### src/pkg/ubt_pkg.sv
// Shared constants and carrier types of the serial transceiver
package ubt_pkg;

  // ----------------------------------------------------------------
  // Register offsets
  // ----------------------------------------------------------------
  localparam logic [7:0] CMD_OFS   = 8'h00;
  localparam logic [7:0] CTRL_OFS  = 8'h04;
  localparam logic [7:0] TXD_OFS   = 8'h08;
  localparam logic [7:0] TXSTA_OFS = 8'h0c;
  localparam logic [7:0] RXD_OFS   = 8'h10;
  localparam logic [7:0] RXSTA_OFS = 8'h14;

  // ----------------------------------------------------------------
  // Reset values
  // ----------------------------------------------------------------
  localparam logic [7:0] CMD_RST  = 8'h01;
  localparam logic [7:0] CTRL_RST = 8'h05;
  localparam logic [7:0] DATA_RST = 8'h00;

  // ----------------------------------------------------------------
  // Status field positions
  // ----------------------------------------------------------------
  localparam int TXSTA_FULL = 0;
  localparam int TXSTA_BUSY = 1;
  localparam int RXSTA_FULL = 0;
  localparam int RXSTA_BUSY = 1;
  localparam int RXSTA_OERR = 2;
  localparam int RXSTA_FERR = 3;
  localparam int RXSTA_PERR = 4;
  localparam int RXSTA_SERR = 5;

  // ----------------------------------------------------------------
  // Bit divisors in prescaled source ticks
  // ----------------------------------------------------------------
  localparam logic [7:0] DIV_RC_115200 = 8'h05;
  localparam logic [7:0] DIV_RC_57600  = 8'h0b;
  localparam logic [7:0] DIV_RC_9600   = 8'h40;
  localparam logic [7:0] DIV_RC_14400  = 8'h80;
  localparam logic [7:0] DIV_XT_2400   = 8'h07;
  localparam logic [7:0] DIV_XT_1200   = 8'h0e;
  localparam logic [7:0] DIV_XT_600    = 8'h1c;
  localparam logic [7:0] DIV_XT_300    = 8'h38;

  // ----------------------------------------------------------------
  // Register layouts
  // ----------------------------------------------------------------
  typedef struct packed {
    logic       clock_source_select;
    logic       receive_enable_b;
    logic [2:0] rc_prescaler_code;
    logic       parity_mode_select;
    logic       parity_enable_bit;
    logic       word_length_select;
  } ubt_cmd_s;

  typedef struct packed {
    logic       echo_mode_bit;
    logic       receive_enable_a;
    logic       transmit_enable_bit;
    logic       receive_line_invert;
    logic       transmit_line_invert;
    logic [2:0] baud_rate_code;
  } ubt_ctrl_s;

  typedef enum logic [2:0] {
    ST_IDLE, ST_START, ST_DATA, ST_PAR, ST_STOP
  } ubt_state_e;

endpackage

### src/rtl/ubt_uart.sv
// Serial transceiver with APB register slave
//
// Function
// - Select bit clear uses RC oscillator
// - Select bit set uses crystal oscillator
// - RC prescaler and rate codes give rates
// - Crystal rate codes give 2400 to 300
// - Crystal rates carry fixed negative error
// - Transmit starts only while transmit enable set
// - Either receive enable bit enables reception
// - Word length selects seven or eight bits
// - Parity appended on send, checked on receive
// - Invert bits invert receive and transmit lines
// - Echo drives receive line xor invert
// - Data write sets holding full flag
// - Idle shifter loads holding word, clears flag
// - Transmit interrupt when holding word loaded
// - Busy high while word shifts out
// - Least significant bit first both ways
// - Start bit sets receiver busy
// - Stop bit stores word, sets full, interrupts
// - Unread overwrite sets overrun, status write clears
// - Start error updated at each transfer
// - Parity error updated at each transfer
// - Missing stop bit sets frame error
`timescale 1ns/1ps

module ubt_uart
  import ubt_pkg::*;
#(
  parameter int ADDR_W = 8
) (
  input  wire logic              ref_clk,
  input  wire logic              sys_rst,
  input  wire logic [ADDR_W-1:0] paddr,
  input  wire logic              psel,
  input  wire logic              penable,
  input  wire logic              pwrite,
  input  wire logic [31:0]       pwdata,
  output logic      [31:0]       prdata,
  output logic                   pready,
  output logic                   pslverr,
  input  wire logic              rc_osc_in,
  input  wire logic              xtal_osc_in,
  input  wire logic              rx_pin,
  output logic                   tx_pin,
  output logic                   irq_tx,
  output logic                   irq_rx
);

  // ----------------------------------------------------------------
  // Elaboration check
  // ----------------------------------------------------------------
  if (ADDR_W < 5 || ADDR_W > 8) begin : g_chk
    $error("ADDR_W must lie between 5 and 8");
  end

  // ----------------------------------------------------------------
  // Functions
  // ----------------------------------------------------------------
  function automatic logic [7:0] bit_div(input logic xt,
                                         input logic [2:0] code);
    logic [7:0] d;
    d = DIV_RC_9600;
    if (xt) begin
      case (code)
        3'h0:    d = DIV_XT_300;
        3'h1:    d = DIV_XT_600;
        3'h2:    d = DIV_XT_1200;
        default: d = DIV_XT_2400;
      endcase
    end else begin
      case (code)
        3'h7:    d = DIV_RC_115200;
        3'h6:    d = DIV_RC_57600;
        3'h4:    d = DIV_RC_14400;
        default: d = DIV_RC_9600;
      endcase
    end
    return d;
  endfunction

  function automatic logic par_bit(input logic [7:0] d,
                                   input logic wl8,
                                   input logic even);
    logic p;
    p = ^(d & {wl8, 7'h7f});
    return even ? p : ~p;
  endfunction

  // ----------------------------------------------------------------
  // Registers and flags
  // ----------------------------------------------------------------
  ubt_cmd_s   cmd_ff;
  ubt_ctrl_s  ctrl_ff;
  logic [7:0] txd_ff;
  logic [7:0] rxd_ff;
  logic       tx_full_ff;
  logic       rx_full_ff;
  logic       oerr_ff;
  logic       ferr_ff;
  logic       perr_ff;
  logic       serr_ff;
  logic       pready_ff;
  logic       pslverr_ff;
  logic [31:0] prdata_ff;
  logic       irq_tx_ff;
  logic       irq_rx_ff;
  logic       tx_pin_ff;

  // ----------------------------------------------------------------
  // APB decode
  // ----------------------------------------------------------------
  logic [7:0] ofs;
  logic       acc;
  logic       done;
  logic       hit;
  logic       wr_done;
  logic       rd_done;

  assign ofs     = 8'(paddr) & 8'hfc;
  assign acc     = psel & penable;
  assign done    = acc & pready_ff;
  assign hit     = (ofs == CMD_OFS) || (ofs == CTRL_OFS) ||
                   (ofs == TXD_OFS) || (ofs == TXSTA_OFS) ||
                   (ofs == RXD_OFS) || (ofs == RXSTA_OFS);
  assign wr_done = done & pwrite & hit;
  assign rd_done = done & ~pwrite & hit;

  // ----------------------------------------------------------------
  // Input synchronisers: rx, rc, xtal
  // ----------------------------------------------------------------
  logic [2:0] sync1_ff;
  logic [2:0] sync2_ff;
  logic [2:0] sync3_ff;
  logic [2:0] filt_ff;
  logic [2:0] filt_prev_ff;

  always_ff @(posedge ref_clk) begin
    if (sys_rst) begin
      sync1_ff     <= 3'h1;
      sync2_ff     <= 3'h1;
      sync3_ff     <= 3'h1;
      filt_ff      <= 3'h1;
      filt_prev_ff <= 3'h1;
    end else begin
      sync1_ff     <= {xtal_osc_in, rc_osc_in, rx_pin};
      sync2_ff     <= sync1_ff;
      sync3_ff     <= sync2_ff;
      for (int i = 0; i < 3; i++) begin
        if (sync2_ff[i] == sync3_ff[i]) begin
          filt_ff[i] <= sync3_ff[i];
        end
      end
      filt_prev_ff <= filt_ff;
    end
  end

  // ----------------------------------------------------------------
  // Source select and prescaler
  // ----------------------------------------------------------------
  logic       src_tick;
  logic [1:0] pre_cnt_ff;
  logic [1:0] pre_max;
  logic       tick;
  logic [7:0] div;

  assign src_tick = cmd_ff.clock_source_select ?
                    (filt_ff[2] & ~filt_prev_ff[2]) :
                    (filt_ff[1] & ~filt_prev_ff[1]);
  assign pre_max  = (cmd_ff.rc_prescaler_code == 3'h0) ? 2'h0 :
                    (cmd_ff.rc_prescaler_code == 3'h1) ? 2'h1 :
                    2'h3;
  assign tick     = src_tick & (pre_cnt_ff == pre_max);
  assign div      = bit_div(cmd_ff.clock_source_select,
                            ctrl_ff.baud_rate_code);

  always_ff @(posedge ref_clk) begin
    if (sys_rst) begin
      pre_cnt_ff <= 2'h0;
    end else if (src_tick) begin
      pre_cnt_ff <= (pre_cnt_ff == pre_max) ? 2'h0 : pre_cnt_ff + 2'h1;
    end
  end

  // ----------------------------------------------------------------
  // Transmitter
  // ----------------------------------------------------------------
  ubt_state_e tx_st_ff;
  logic [7:0] tx_sh_ff;
  logic [7:0] tx_cnt_ff;
  logic [2:0] tx_bit_ff;
  logic       tx_par_ff;
  logic       tx_load;
  logic       tx_end;
  logic       tx_line;
  logic [2:0] nbits;

  assign nbits   = cmd_ff.word_length_select ? 3'h7 : 3'h6;
  assign tx_load = (tx_st_ff == ST_IDLE) & tx_full_ff &
                   ctrl_ff.transmit_enable_bit;
  assign tx_end  = tick & (tx_cnt_ff == div - 8'h1);

  always_ff @(posedge ref_clk) begin
    if (sys_rst) begin
      tx_st_ff  <= ST_IDLE;
      tx_sh_ff  <= DATA_RST;
      tx_cnt_ff <= 8'h0;
      tx_bit_ff <= 3'h0;
      tx_par_ff <= 1'b0;
    end else begin
      if (tick) begin
        tx_cnt_ff <= tx_end ? 8'h0 : tx_cnt_ff + 8'h1;
      end
      case (tx_st_ff)
        ST_IDLE: begin
          if (tx_load) begin
            tx_st_ff  <= ST_START;
            tx_sh_ff  <= txd_ff;
            tx_par_ff <= par_bit(txd_ff, cmd_ff.word_length_select,
                                 cmd_ff.parity_mode_select);
            tx_cnt_ff <= 8'h0;
          end
        end
        ST_START: begin
          if (tx_end) begin
            tx_st_ff  <= ST_DATA;
            tx_bit_ff <= 3'h0;
          end
        end
        ST_DATA: begin
          if (tx_end) begin
            tx_sh_ff  <= {1'b0, tx_sh_ff[7:1]};
            tx_bit_ff <= tx_bit_ff + 3'h1;
            if (tx_bit_ff == nbits) begin
              tx_st_ff <= cmd_ff.parity_enable_bit ? ST_PAR : ST_STOP;
            end
          end
        end
        ST_PAR: begin
          if (tx_end) begin
            tx_st_ff <= ST_STOP;
          end
        end
        default: begin
          if (tx_end) begin
            tx_st_ff <= ST_IDLE;
          end
        end
      endcase
    end
  end

  always_comb begin
    case (tx_st_ff)
      ST_START: tx_line = 1'b0;
      ST_DATA:  tx_line = tx_sh_ff[0];
      ST_PAR:   tx_line = tx_par_ff;
      default:  tx_line = 1'b1;
    endcase
  end

  always_ff @(posedge ref_clk) begin
    if (sys_rst) begin
      tx_pin_ff <= 1'b1;
    end else if (ctrl_ff.echo_mode_bit) begin
      tx_pin_ff <= filt_ff[0] ^ ctrl_ff.transmit_line_invert;
    end else begin
      tx_pin_ff <= tx_line ^ ctrl_ff.transmit_line_invert;
    end
  end

  // ----------------------------------------------------------------
  // Receiver
  // ----------------------------------------------------------------
  ubt_state_e rx_st_ff;
  logic [7:0] rx_sh_ff;
  logic [7:0] rx_cnt_ff;
  logic [2:0] rx_bit_ff;
  logic       rx_serr_ff;
  logic       rx_perr_ff;
  logic       rx_line;
  logic       rx_line_prev;
  logic       rx_en;
  logic       rx_samp;
  logic       rx_done;
  logic [7:0] rx_word;

  assign rx_en        = ctrl_ff.receive_enable_a |
                        cmd_ff.receive_enable_b;
  assign rx_line      = filt_ff[0] ^ ctrl_ff.receive_line_invert;
  assign rx_line_prev = filt_prev_ff[0] ^ ctrl_ff.receive_line_invert;
  assign rx_samp      = tick & (rx_cnt_ff == ((rx_st_ff == ST_START) ?
                        {1'b0, div[7:1]} : div - 8'h1));
  assign rx_done      = (rx_st_ff == ST_STOP) & rx_samp;
  assign rx_word      = cmd_ff.word_length_select ? rx_sh_ff :
                        {1'b0, rx_sh_ff[7:1]};

  always_ff @(posedge ref_clk) begin
    if (sys_rst || !rx_en) begin
      rx_st_ff   <= ST_IDLE;
      rx_sh_ff   <= DATA_RST;
      rx_cnt_ff  <= 8'h0;
      rx_bit_ff  <= 3'h0;
      rx_serr_ff <= 1'b0;
      rx_perr_ff <= 1'b0;
    end else begin
      if (tick) begin
        rx_cnt_ff <= rx_samp ? 8'h0 : rx_cnt_ff + 8'h1;
      end
      case (rx_st_ff)
        ST_IDLE: begin
          if (rx_line_prev && !rx_line) begin
            rx_st_ff  <= ST_START;
            rx_cnt_ff <= 8'h0;
          end
        end
        ST_START: begin
          if (rx_samp) begin
            rx_serr_ff <= rx_line;
            rx_bit_ff  <= 3'h0;
            rx_st_ff   <= ST_DATA;
          end
        end
        ST_DATA: begin
          if (rx_samp) begin
            rx_sh_ff  <= {rx_line, rx_sh_ff[7:1]};
            rx_bit_ff <= rx_bit_ff + 3'h1;
            if (rx_bit_ff == nbits) begin
              rx_st_ff <= cmd_ff.parity_enable_bit ? ST_PAR : ST_STOP;
            end
          end
        end
        ST_PAR: begin
          if (rx_samp) begin
            rx_perr_ff <= rx_line != par_bit(rx_word,
                          cmd_ff.word_length_select,
                          cmd_ff.parity_mode_select);
            rx_st_ff   <= ST_STOP;
          end
        end
        default: begin
          if (rx_samp) begin
            rx_st_ff   <= ST_IDLE;
            rx_perr_ff <= 1'b0;
          end
        end
      endcase
    end
  end

  // ----------------------------------------------------------------
  // Register writes and flags
  // ----------------------------------------------------------------
  always_ff @(posedge ref_clk) begin
    if (sys_rst) begin
      cmd_ff  <= CMD_RST;
      ctrl_ff <= CTRL_RST;
      txd_ff  <= DATA_RST;
    end else if (wr_done) begin
      if (ofs == CMD_OFS) begin
        cmd_ff <= pwdata[7:0];
      end else if (ofs == CTRL_OFS) begin
        ctrl_ff <= pwdata[7:0];
      end else if (ofs == TXD_OFS) begin
        txd_ff <= pwdata[7:0];
      end
    end
  end

  always_ff @(posedge ref_clk) begin
    if (sys_rst) begin
      tx_full_ff <= 1'b0;
      irq_tx_ff  <= 1'b0;
    end else begin
      irq_tx_ff <= tx_load;
      if (wr_done && ofs == TXD_OFS) begin
        tx_full_ff <= 1'b1;
      end else if (tx_load) begin
        tx_full_ff <= 1'b0;
      end
    end
  end

  always_ff @(posedge ref_clk) begin
    if (sys_rst) begin
      rxd_ff     <= DATA_RST;
      rx_full_ff <= 1'b0;
      oerr_ff    <= 1'b0;
      ferr_ff    <= 1'b0;
      perr_ff    <= 1'b0;
      serr_ff    <= 1'b0;
      irq_rx_ff  <= 1'b0;
    end else begin
      irq_rx_ff <= rx_done;
      if (rx_done) begin
        rxd_ff     <= rx_word;
        rx_full_ff <= 1'b1;
        ferr_ff    <= ~rx_line;
        perr_ff    <= rx_perr_ff;
        serr_ff    <= rx_serr_ff;
      end else if (rd_done && ofs == RXD_OFS) begin
        rx_full_ff <= 1'b0;
      end
      if (rx_done && rx_full_ff && !(rd_done && ofs == RXD_OFS)) begin
        oerr_ff <= 1'b1;
      end else if (wr_done && ofs == RXSTA_OFS) begin
        oerr_ff <= 1'b0;
      end
    end
  end

  // ----------------------------------------------------------------
  // APB answer
  // ----------------------------------------------------------------
  always_ff @(posedge ref_clk) begin
    if (sys_rst) begin
      pready_ff  <= 1'b0;
      pslverr_ff <= 1'b0;
      prdata_ff  <= 32'h0;
    end else begin
      pready_ff  <= acc & ~pready_ff;
      pslverr_ff <= acc & ~pready_ff & ~hit;
      prdata_ff  <= 32'h0;
      if (acc && !pready_ff && !pwrite) begin
        if (ofs == CMD_OFS) begin
          prdata_ff[7:0] <= cmd_ff;
        end else if (ofs == CTRL_OFS) begin
          prdata_ff[7:0] <= ctrl_ff;
        end else if (ofs == TXD_OFS) begin
          prdata_ff[7:0] <= txd_ff;
        end else if (ofs == TXSTA_OFS) begin
          prdata_ff[TXSTA_FULL] <= tx_full_ff;
          prdata_ff[TXSTA_BUSY] <= tx_st_ff != ST_IDLE;
        end else if (ofs == RXD_OFS) begin
          prdata_ff[7:0] <= rxd_ff;
        end else if (ofs == RXSTA_OFS) begin
          prdata_ff[RXSTA_FULL] <= rx_full_ff;
          prdata_ff[RXSTA_BUSY] <= rx_st_ff != ST_IDLE;
          prdata_ff[RXSTA_OERR] <= oerr_ff;
          prdata_ff[RXSTA_FERR] <= ferr_ff;
          prdata_ff[RXSTA_PERR] <= perr_ff;
          prdata_ff[RXSTA_SERR] <= serr_ff;
        end
      end
    end
  end

  assign prdata  = prdata_ff;
  assign pready  = pready_ff;
  assign pslverr = pslverr_ff;
  assign tx_pin  = tx_pin_ff;
  assign irq_tx  = irq_tx_ff;
  assign irq_rx  = irq_rx_ff;
endmodule

### config.mk
export PLATFORM = sky130hd
export DESIGN_NAME = ubt_uart
export DESIGN_NICKNAME = d
export VERILOG_FILES = /design/src/pkg/ubt_pkg.sv /design/src/rtl/ubt_uart.sv
export SDC_FILE = /design/constraint.sdc
export NUM_CORES = 1
export LEC_CHECK = 0
export ABC_AREA = 1
export BUFFER_PORTS_ARGS = -buffer_cell sky130_fd_sc_hd__buf_2
export CAP_MARGIN = 40
export CELL_PAD_IN_SITES_DETAIL_PLACEMENT = 1
export CELL_PAD_IN_SITES_GLOBAL_PLACEMENT = 2
export CORE_MARGIN = 2
export CORE_UTILIZATION = 28
export DETAILED_ROUTE_END_ITERATION = 8
export PLACE_DENSITY_LB_ADDON = 0.1
export SYNTH_ARGS = -nofsm -noshare
export SYNTH_HDL_FRONTEND = slang
export SYNTH_SLANG_ARGS = --single-unit
### constraint.sdc
create_clock -name ref_clk -period 2.2 [get_ports ref_clk]
set_clock_uncertainty 0.05 [all_clocks]
set_input_delay 0 -clock ref_clk [delete_from_list [all_inputs] [get_ports ref_clk]]
set_output_delay 0 -clock ref_clk [all_outputs]
set_load 0.05 [all_outputs]
=== Word-level counts from Yosys, hierarchy flattened ===
Index checks and enable logic that the tools add are counted.

* Multiplexer cells: 61
* Reduce and logical (&&, ||, !) cells: 50
* $add $sub $neg: 6
* Eq/ne operators: 37
* Bitwise gates (word level): 35

{| class="wikitable"
|+ Operators with widths
! cell !! number
|-
| two-way mux 8 bit || 16
|-
| two-way mux 3 bit || 15
|-
| one-hot mux 3 bit (4 select lines) || 2
|-
| one-hot mux 8 bit (3 select lines) || 1
|-
| != test 2 bit, second input constant || 10
|-
| two-way mux 6 bit || 3
|-
| one-hot mux 6 bit (3 select lines) || 1
|-
| adder 8 x 1 -> 8 bit, second input constant || 2
|-
| bitwise AND 1 bit || 16
|-
| bitwise AND 8 bit || 2
|-
| equality test 8 bit || 2
|-
| one-hot mux 8 bit (2 select lines) || 1
|-
| nonzero test 2 bit || 8
|-
| XOR reduction 8 bit || 2
|-
| equality test 3 x 2 -> 1 bit, second input constant || 5
|-
| two-way mux 1 bit || 13
|-
| equality test 3 x 1 -> 1 bit, second input constant || 4
|-
| equality test 3 bit, second input constant || 4
|-
| equality test 6 x 2 -> 1 bit, second input constant || 2
|-
| equality test 6 x 3 -> 1 bit, second input constant || 2
|-
| zero test 3 bit || 4
|-
| NOT 1 bit || 12
|-
| one-hot mux 3 bit (2 select lines) || 2
|-
| AND reduction 3 bit || 4
|-
| 23 further kinds || 56
|}

* Word-level logic and storage cells: 235
* Output and inout port bits: 37
* Register bits: 139

=== Longest topological paths before layout ===
* Word-level depth: 11
* Depth in mapped cells: 21

=== Worst setup path before layout ===
No wires, ideal clock.

* Path type: register to register
* Start point: register ctrl_ff[1] (netlist name)
* End point: register tx_sh_ff[0]
* Arrival time: 2135 ps
* Clock period less this slack: 2301 ps
* Cell stages (with the launch flop): 19
* Required time: 2034 ps
* Path buffers: 0
* Setup time: 116 ps
* Slack: -101 ps
* Cell sequence: dfxtp_1 nand2_2 inv_1 nand2_1 nand2_1 inv_1 ha_1 nand2_1 inv_1 nor3_1 nand2_1 nor2_1 nand3b_1 nor2_1 nand3_1 nand2_1 inv_1 nor2_1 nor2_1

* Longest elaborated chain between the ends: 8

{| class="wikitable"
|+ Ends and longest elaborated chain
! item !! line !! source
|-
| from (decl) || ubt_uart.sv:95 || <nowiki>ubt_ctrl_s ctrl_ff;</nowiki>
|-
| from (signal assigned) || ubt_uart.sv:364 || <nowiki>ctrl_ff <= pwdata[7:0];</nowiki>
|-
| equality test 3 bit, or another cell as far along || ubt_uart.sv:73 || <nowiki>case (code)</nowiki>
|-
| one-hot mux 8 bit (3 select lines) / one-hot mux 6 bit (3 select lines) (equally long branches) || ubt_uart.sv:73, ubt_uart.sv:66 ||
|-
| two-way mux 8 bit * || ubt_uart.sv:65 || <nowiki>if (xt) begin</nowiki>
|-
| subtractor 8 x 1 -> 8 bit * || ubt_uart.sv:202 || <nowiki>assign tx_end = tick & (tx_cnt_ff == div - 8'h1);</nowiki>
|-
| equality test 8 bit * || ubt_uart.sv:202 ||
|-
| bitwise AND 1 bit * || ubt_uart.sv:202 ||
|-
| != test 2 bit (no line) * || -- ||
|-
| AND reduction 3 bit (no line) * || -- ||
|-
| to (signal assigned) || ubt_uart.sv:219 || <nowiki>tx_sh_ff <= txd_ff;</nowiki>
|-
| to (signal assigned) || ubt_uart.sv:233 || <nowiki>tx_sh_ff <= {1'b0, tx_sh_ff[7:1]};</nowiki>
|-
| to (decl) || ubt_uart.sv:190 || <nowiki>logic [7:0] tx_sh_ff;</nowiki>
|}

Mark *: on every way between the ends. The rest lies on a longest branch, timed or not.
A chain may end at the register's enable or synchronous reset.

=== Final worst setup path ===
* Start point: register ctrl_ff[2] (netlist name)
* End point: register rx_sh_ff[7]

* Longest elaborated chain between the ends: 8

{| class="wikitable"
|+ Ends and longest elaborated chain
! item !! line !! source
|-
| equality test 3 bit, or another cell as far along || ubt_uart.sv:73 ||
|-
| one-hot mux 8 bit (3 select lines) / one-hot mux 6 bit (3 select lines) (equally long branches) || ubt_uart.sv:73, ubt_uart.sv:66 ||
|-
| two-way mux 8 bit * || ubt_uart.sv:65 ||
|-
| subtractor 8 x 1 -> 8 bit || ubt_uart.sv:294 || <nowiki>{1'b0, div[7:1]} : div - 8'h1));</nowiki>
|-
| two-way mux 8 bit * || ubt_uart.sv:293 || <nowiki>assign rx_samp = tick & (rx_cnt_ff == ((rx_st_ff == ST_START) ?</nowiki>
|-
| equality test 8 bit * || ubt_uart.sv:293 ||
|-
| bitwise AND 1 bit * || ubt_uart.sv:293 ||
|-
| AND reduction 2 bit (no line) * || -- ||
|-
| to (signal assigned) || ubt_uart.sv:327 || <nowiki>rx_sh_ff <= {rx_line, rx_sh_ff[7:1]};</nowiki>
|-
| to (decl) || ubt_uart.sv:277 || <nowiki>logic [7:0] rx_sh_ff;</nowiki>
|}

Marked as above.

==> qor.yml <==
status: "finished with violations"
violations: "setup timing"
track_usage_pct: 19.0
most-common-layout-cells: "nand2_1 (147), nor2_1 (112), dfxtp_1 (111)"
cpMostUsedCell: "nand2_2"
power_w: 0.00530
reg2reg_depth: 14
relSlewSlack_pct: 49.3
port_buffers: 34
start_util_pct: 28.4
drive_above_1_share_pct: 25.5
synth-xor-area-share_pct: 3.68
vdd_ir_drop_max_mv: 0.459
regArea_sq_um: 2310
ys_async_sr_fraction_pct: 0
r2r-end: "rx_sh_ff[7]"
die_width_um: 150
cts_sinks: 115
cts_buffer_depth: 2
grt_pass1_vias: 6256
synth-edff-count: 0
reg2reg_from: "ctrl_ff[2]"
antenna_found_initial: 0
grt-ovfl-total: 0
cp-startpoint: "ctrl_ff[2]"
hp-start: "paddr[2]"
r2r_slack_ns: -0.20
cts_tree: "done"
worst_slack_ns: -0.197
path_clk_slew_ns: 0.06
clk_latency_ns: 0.43
vias_per_cell: 4.67
hp-class: "primary input to register"
area_growth_pct: 37.2
synth_fa_ha_area_share_pct: 1.05
dr.pass1.iters: 4
grtUsageMet1_pct: 23.7
post-route-min-period_ns: 2.40
num_vias: 5969
antenna_cells: 0
synth_cell_types: 46
cp.required_ns: 2.47
yosys-top-cells-area: "dfxtp_1 (39%), nand2_1 (11%), nor2_1 (8.0%), nand3_1 (6.1%), inv_1 (5.9%)"
die_h_um: 150
slowest_delay_ns: 0.37
grt_pass1_wl_um: 32800
gp_congestion: 0.802
synth_area_sq_um: 5950
synth_ff_type: "dfxtp_1"
yosys.area_share.simple_pct: 31.5
hold_viol_final: 0
grt_max_degree: 50
critPathKind: "register to register"
period_share_pct: 109
power.density_nw_per_um2: 650
drt_iter0_markers: 205
num-nets-final: 1043
hold_depth: 5
yosys_warnings: 0
yosys.area.top_type: "dfxtp_1"
drv_cap: 0
leakagePower_nw: 3.50
crit_chain: "o21ai_4 -> nand2_2 -> inv_2 -> ha_4 -> nand4_1 -> nand3_4 -> nand2_2 -> nand2_2 -> nand3_2 -> nor2_2 -> nand4_1 -> buf_6 -> nor2_1 -> nor2_1"
ys_seq_area_share_pct: 38.7
place_hpwl_um: 15100
worstSetupEndpointType: "register"
cp_slowest_cell: "dfxtp_4"
cts_root_buf: "clkbuf_16"
dieArea_sq_um: 22400
grt_setup_unrepaired: "true"
wl_um: 20500
core_area_sq_um: 21000
syn_avg_cell_area_sq_um: 6.87
synth_mux_area_share_pct: 0.337
met2_usage_pct: 32.8
ant_nets: 0
synth_top_family_by_area: "simple AND/OR/NAND/NOR gates"
wl_per_cell_um: 16.1
drc: 0
multi_input_area_sq_um: 3480
setup_viol: 52
fmax_ghz: 0.417
crit_arrival_ns: 2.67
maxSlewViolCount: 0
row_count: 53
worstMarginPinSlew_ns: 0.753
syn_inst: 865
cp-start-kind: "register"
synth_top_area_share_pct: 38.7
htree_levels: 4
grt_use_met3_pct: 4.12
path_max_fanout: 7
setup_tns_ns: -6.70
grt-busiest-layer: "met2"
boundaryPins: 85
fillers: 2649
ys_ff_latch: 115
synth_compound_area_share_pct: 13.3
cts-buffers-inserted: 17
min_to: "txd_ff[4]"
layout_commonest_cell: "nand2_1"
## repair_timing
| action | CTS | global route |
|---|---|---|
| pin swaps | 22 | 37 |
| buffers inserted | 8 | 11 |
| gates cloned | 3 | 0 |
| hold buffers | 17 | 0 |
| gates resized for setup | 52 | 85 |
| endpoints found under the setup margin | 60 | 61 |
| hold endpoints to repair | 35 | 0 |
## per-stage QoR
| step | hold WS, ns | instance area (sq um) | cells | setup slack, ns | util [%] |
|---|---|---|---|---|---|
| 5_1_grt | 0.0860 | 8160 | 1278 | -0.365 | 38.9 |
| 3_3_place_gp | 0.155 | 6730 | 1207 | -0.223 | 32.1 |
| 4_1_cts | 0.0331 | 7760 | 1267 | -0.108 | 37.0 |
| 6_report | 0.0491 | 8160 | 1278 | -0.197 | 38.9 |
| 3_5_place_dp | 0.162 | 6730 | 1207 | -0.345 | 32.1 |
| 2_1_floorplan | 0.0538 | 6070 | 888 | 0.0151 | - |
## worst max-delay path by stage
stage,end,slack [ns],depth (start not counted)
floorplan,ferr_ff,0.02,20
global placement,tx_sh_ff[0],-0.22,17
detailed placement,tx_sh_ff[0],-0.35,17
CTS,rx_sh_ff[2],-0.11,15
global route,tx_sh_ff[4],-0.37,18
finish,rx_sh_ff[7],-0.20,14
## cells by family after synthesis
family	after synthesis
xor+xnor	25
mux	2
simple gates	426
buf+inv	145
flops	115
other cells	1
fa+ha+maj	5
compound gates	146
## power by group
| part | internal (W) | total (W) | switching, W |
|---|---|---|---|
| logic | 0.0000572 | 0.000233 | 0.000176 |
| registers | 0.00209 | 0.00209 | 0.00000365 |
| clock network | 0.00192 | 0.00298 | 0.00106 |
| total | 0.00407 | 0.00530 | 0.00124 |
## sequential cells by signal, summed over array words and instances, names as in the netlist, 3 cells and up
name,flops
cmd_ff,8
ctrl_ff,8
filt_ff,3
filt_prev_ff,3
prdata,8
rx_bit_ff,3
rx_cnt_ff,8
rx_sh_ff,8
rx_st_ff,3
rxd_ff,8
sync1_ff,3
sync2_ff,3
sync3_ff,3
tx_bit_ff,3
tx_cnt_ff,8
tx_sh_ff,8
tx_st_ff,3
txd_ff,8
## layer usage
metal / part of all wire, % / wire [um]
met4: 1.8 / 374
met3: 2.3 / 465
met2: 49 / 10100
met1: 47 / 9640
met5: 0 / 0
## critical path, delay by kind of cell, from the launching register on
kind | cells | cell delay, ns
flops | 1 | 0.37
buf+inv | 2 | 0.31
simple gates | 10 | 1.19
compound gates | 1 | 0.18
fa+ha+maj | 1 | 0.17
## final cells by class
cell class              count  share of cell area (%)
well taps                 275                    4.22
repair buffers            127                    12.2
multi-input cells         629                    42.7
inverters                  99                    4.83
repair inverters            1                  0.0767
clock inverters            13                    2.25
flip-flops and latches    115                    28.4
clock buffers              19                    5.43
## Yosys cell counts, types with 12 or more instances
cell type,number
nor2_1,126
nand2_1,172
nor3_1,12
xor2_1,16
nand3_1,73
buf_4,25
dfxtp_1,115
inv_1,94
a21oi_1,52
o21ai_0,68
No activity file was read; power rests on OpenSTA's default activity.
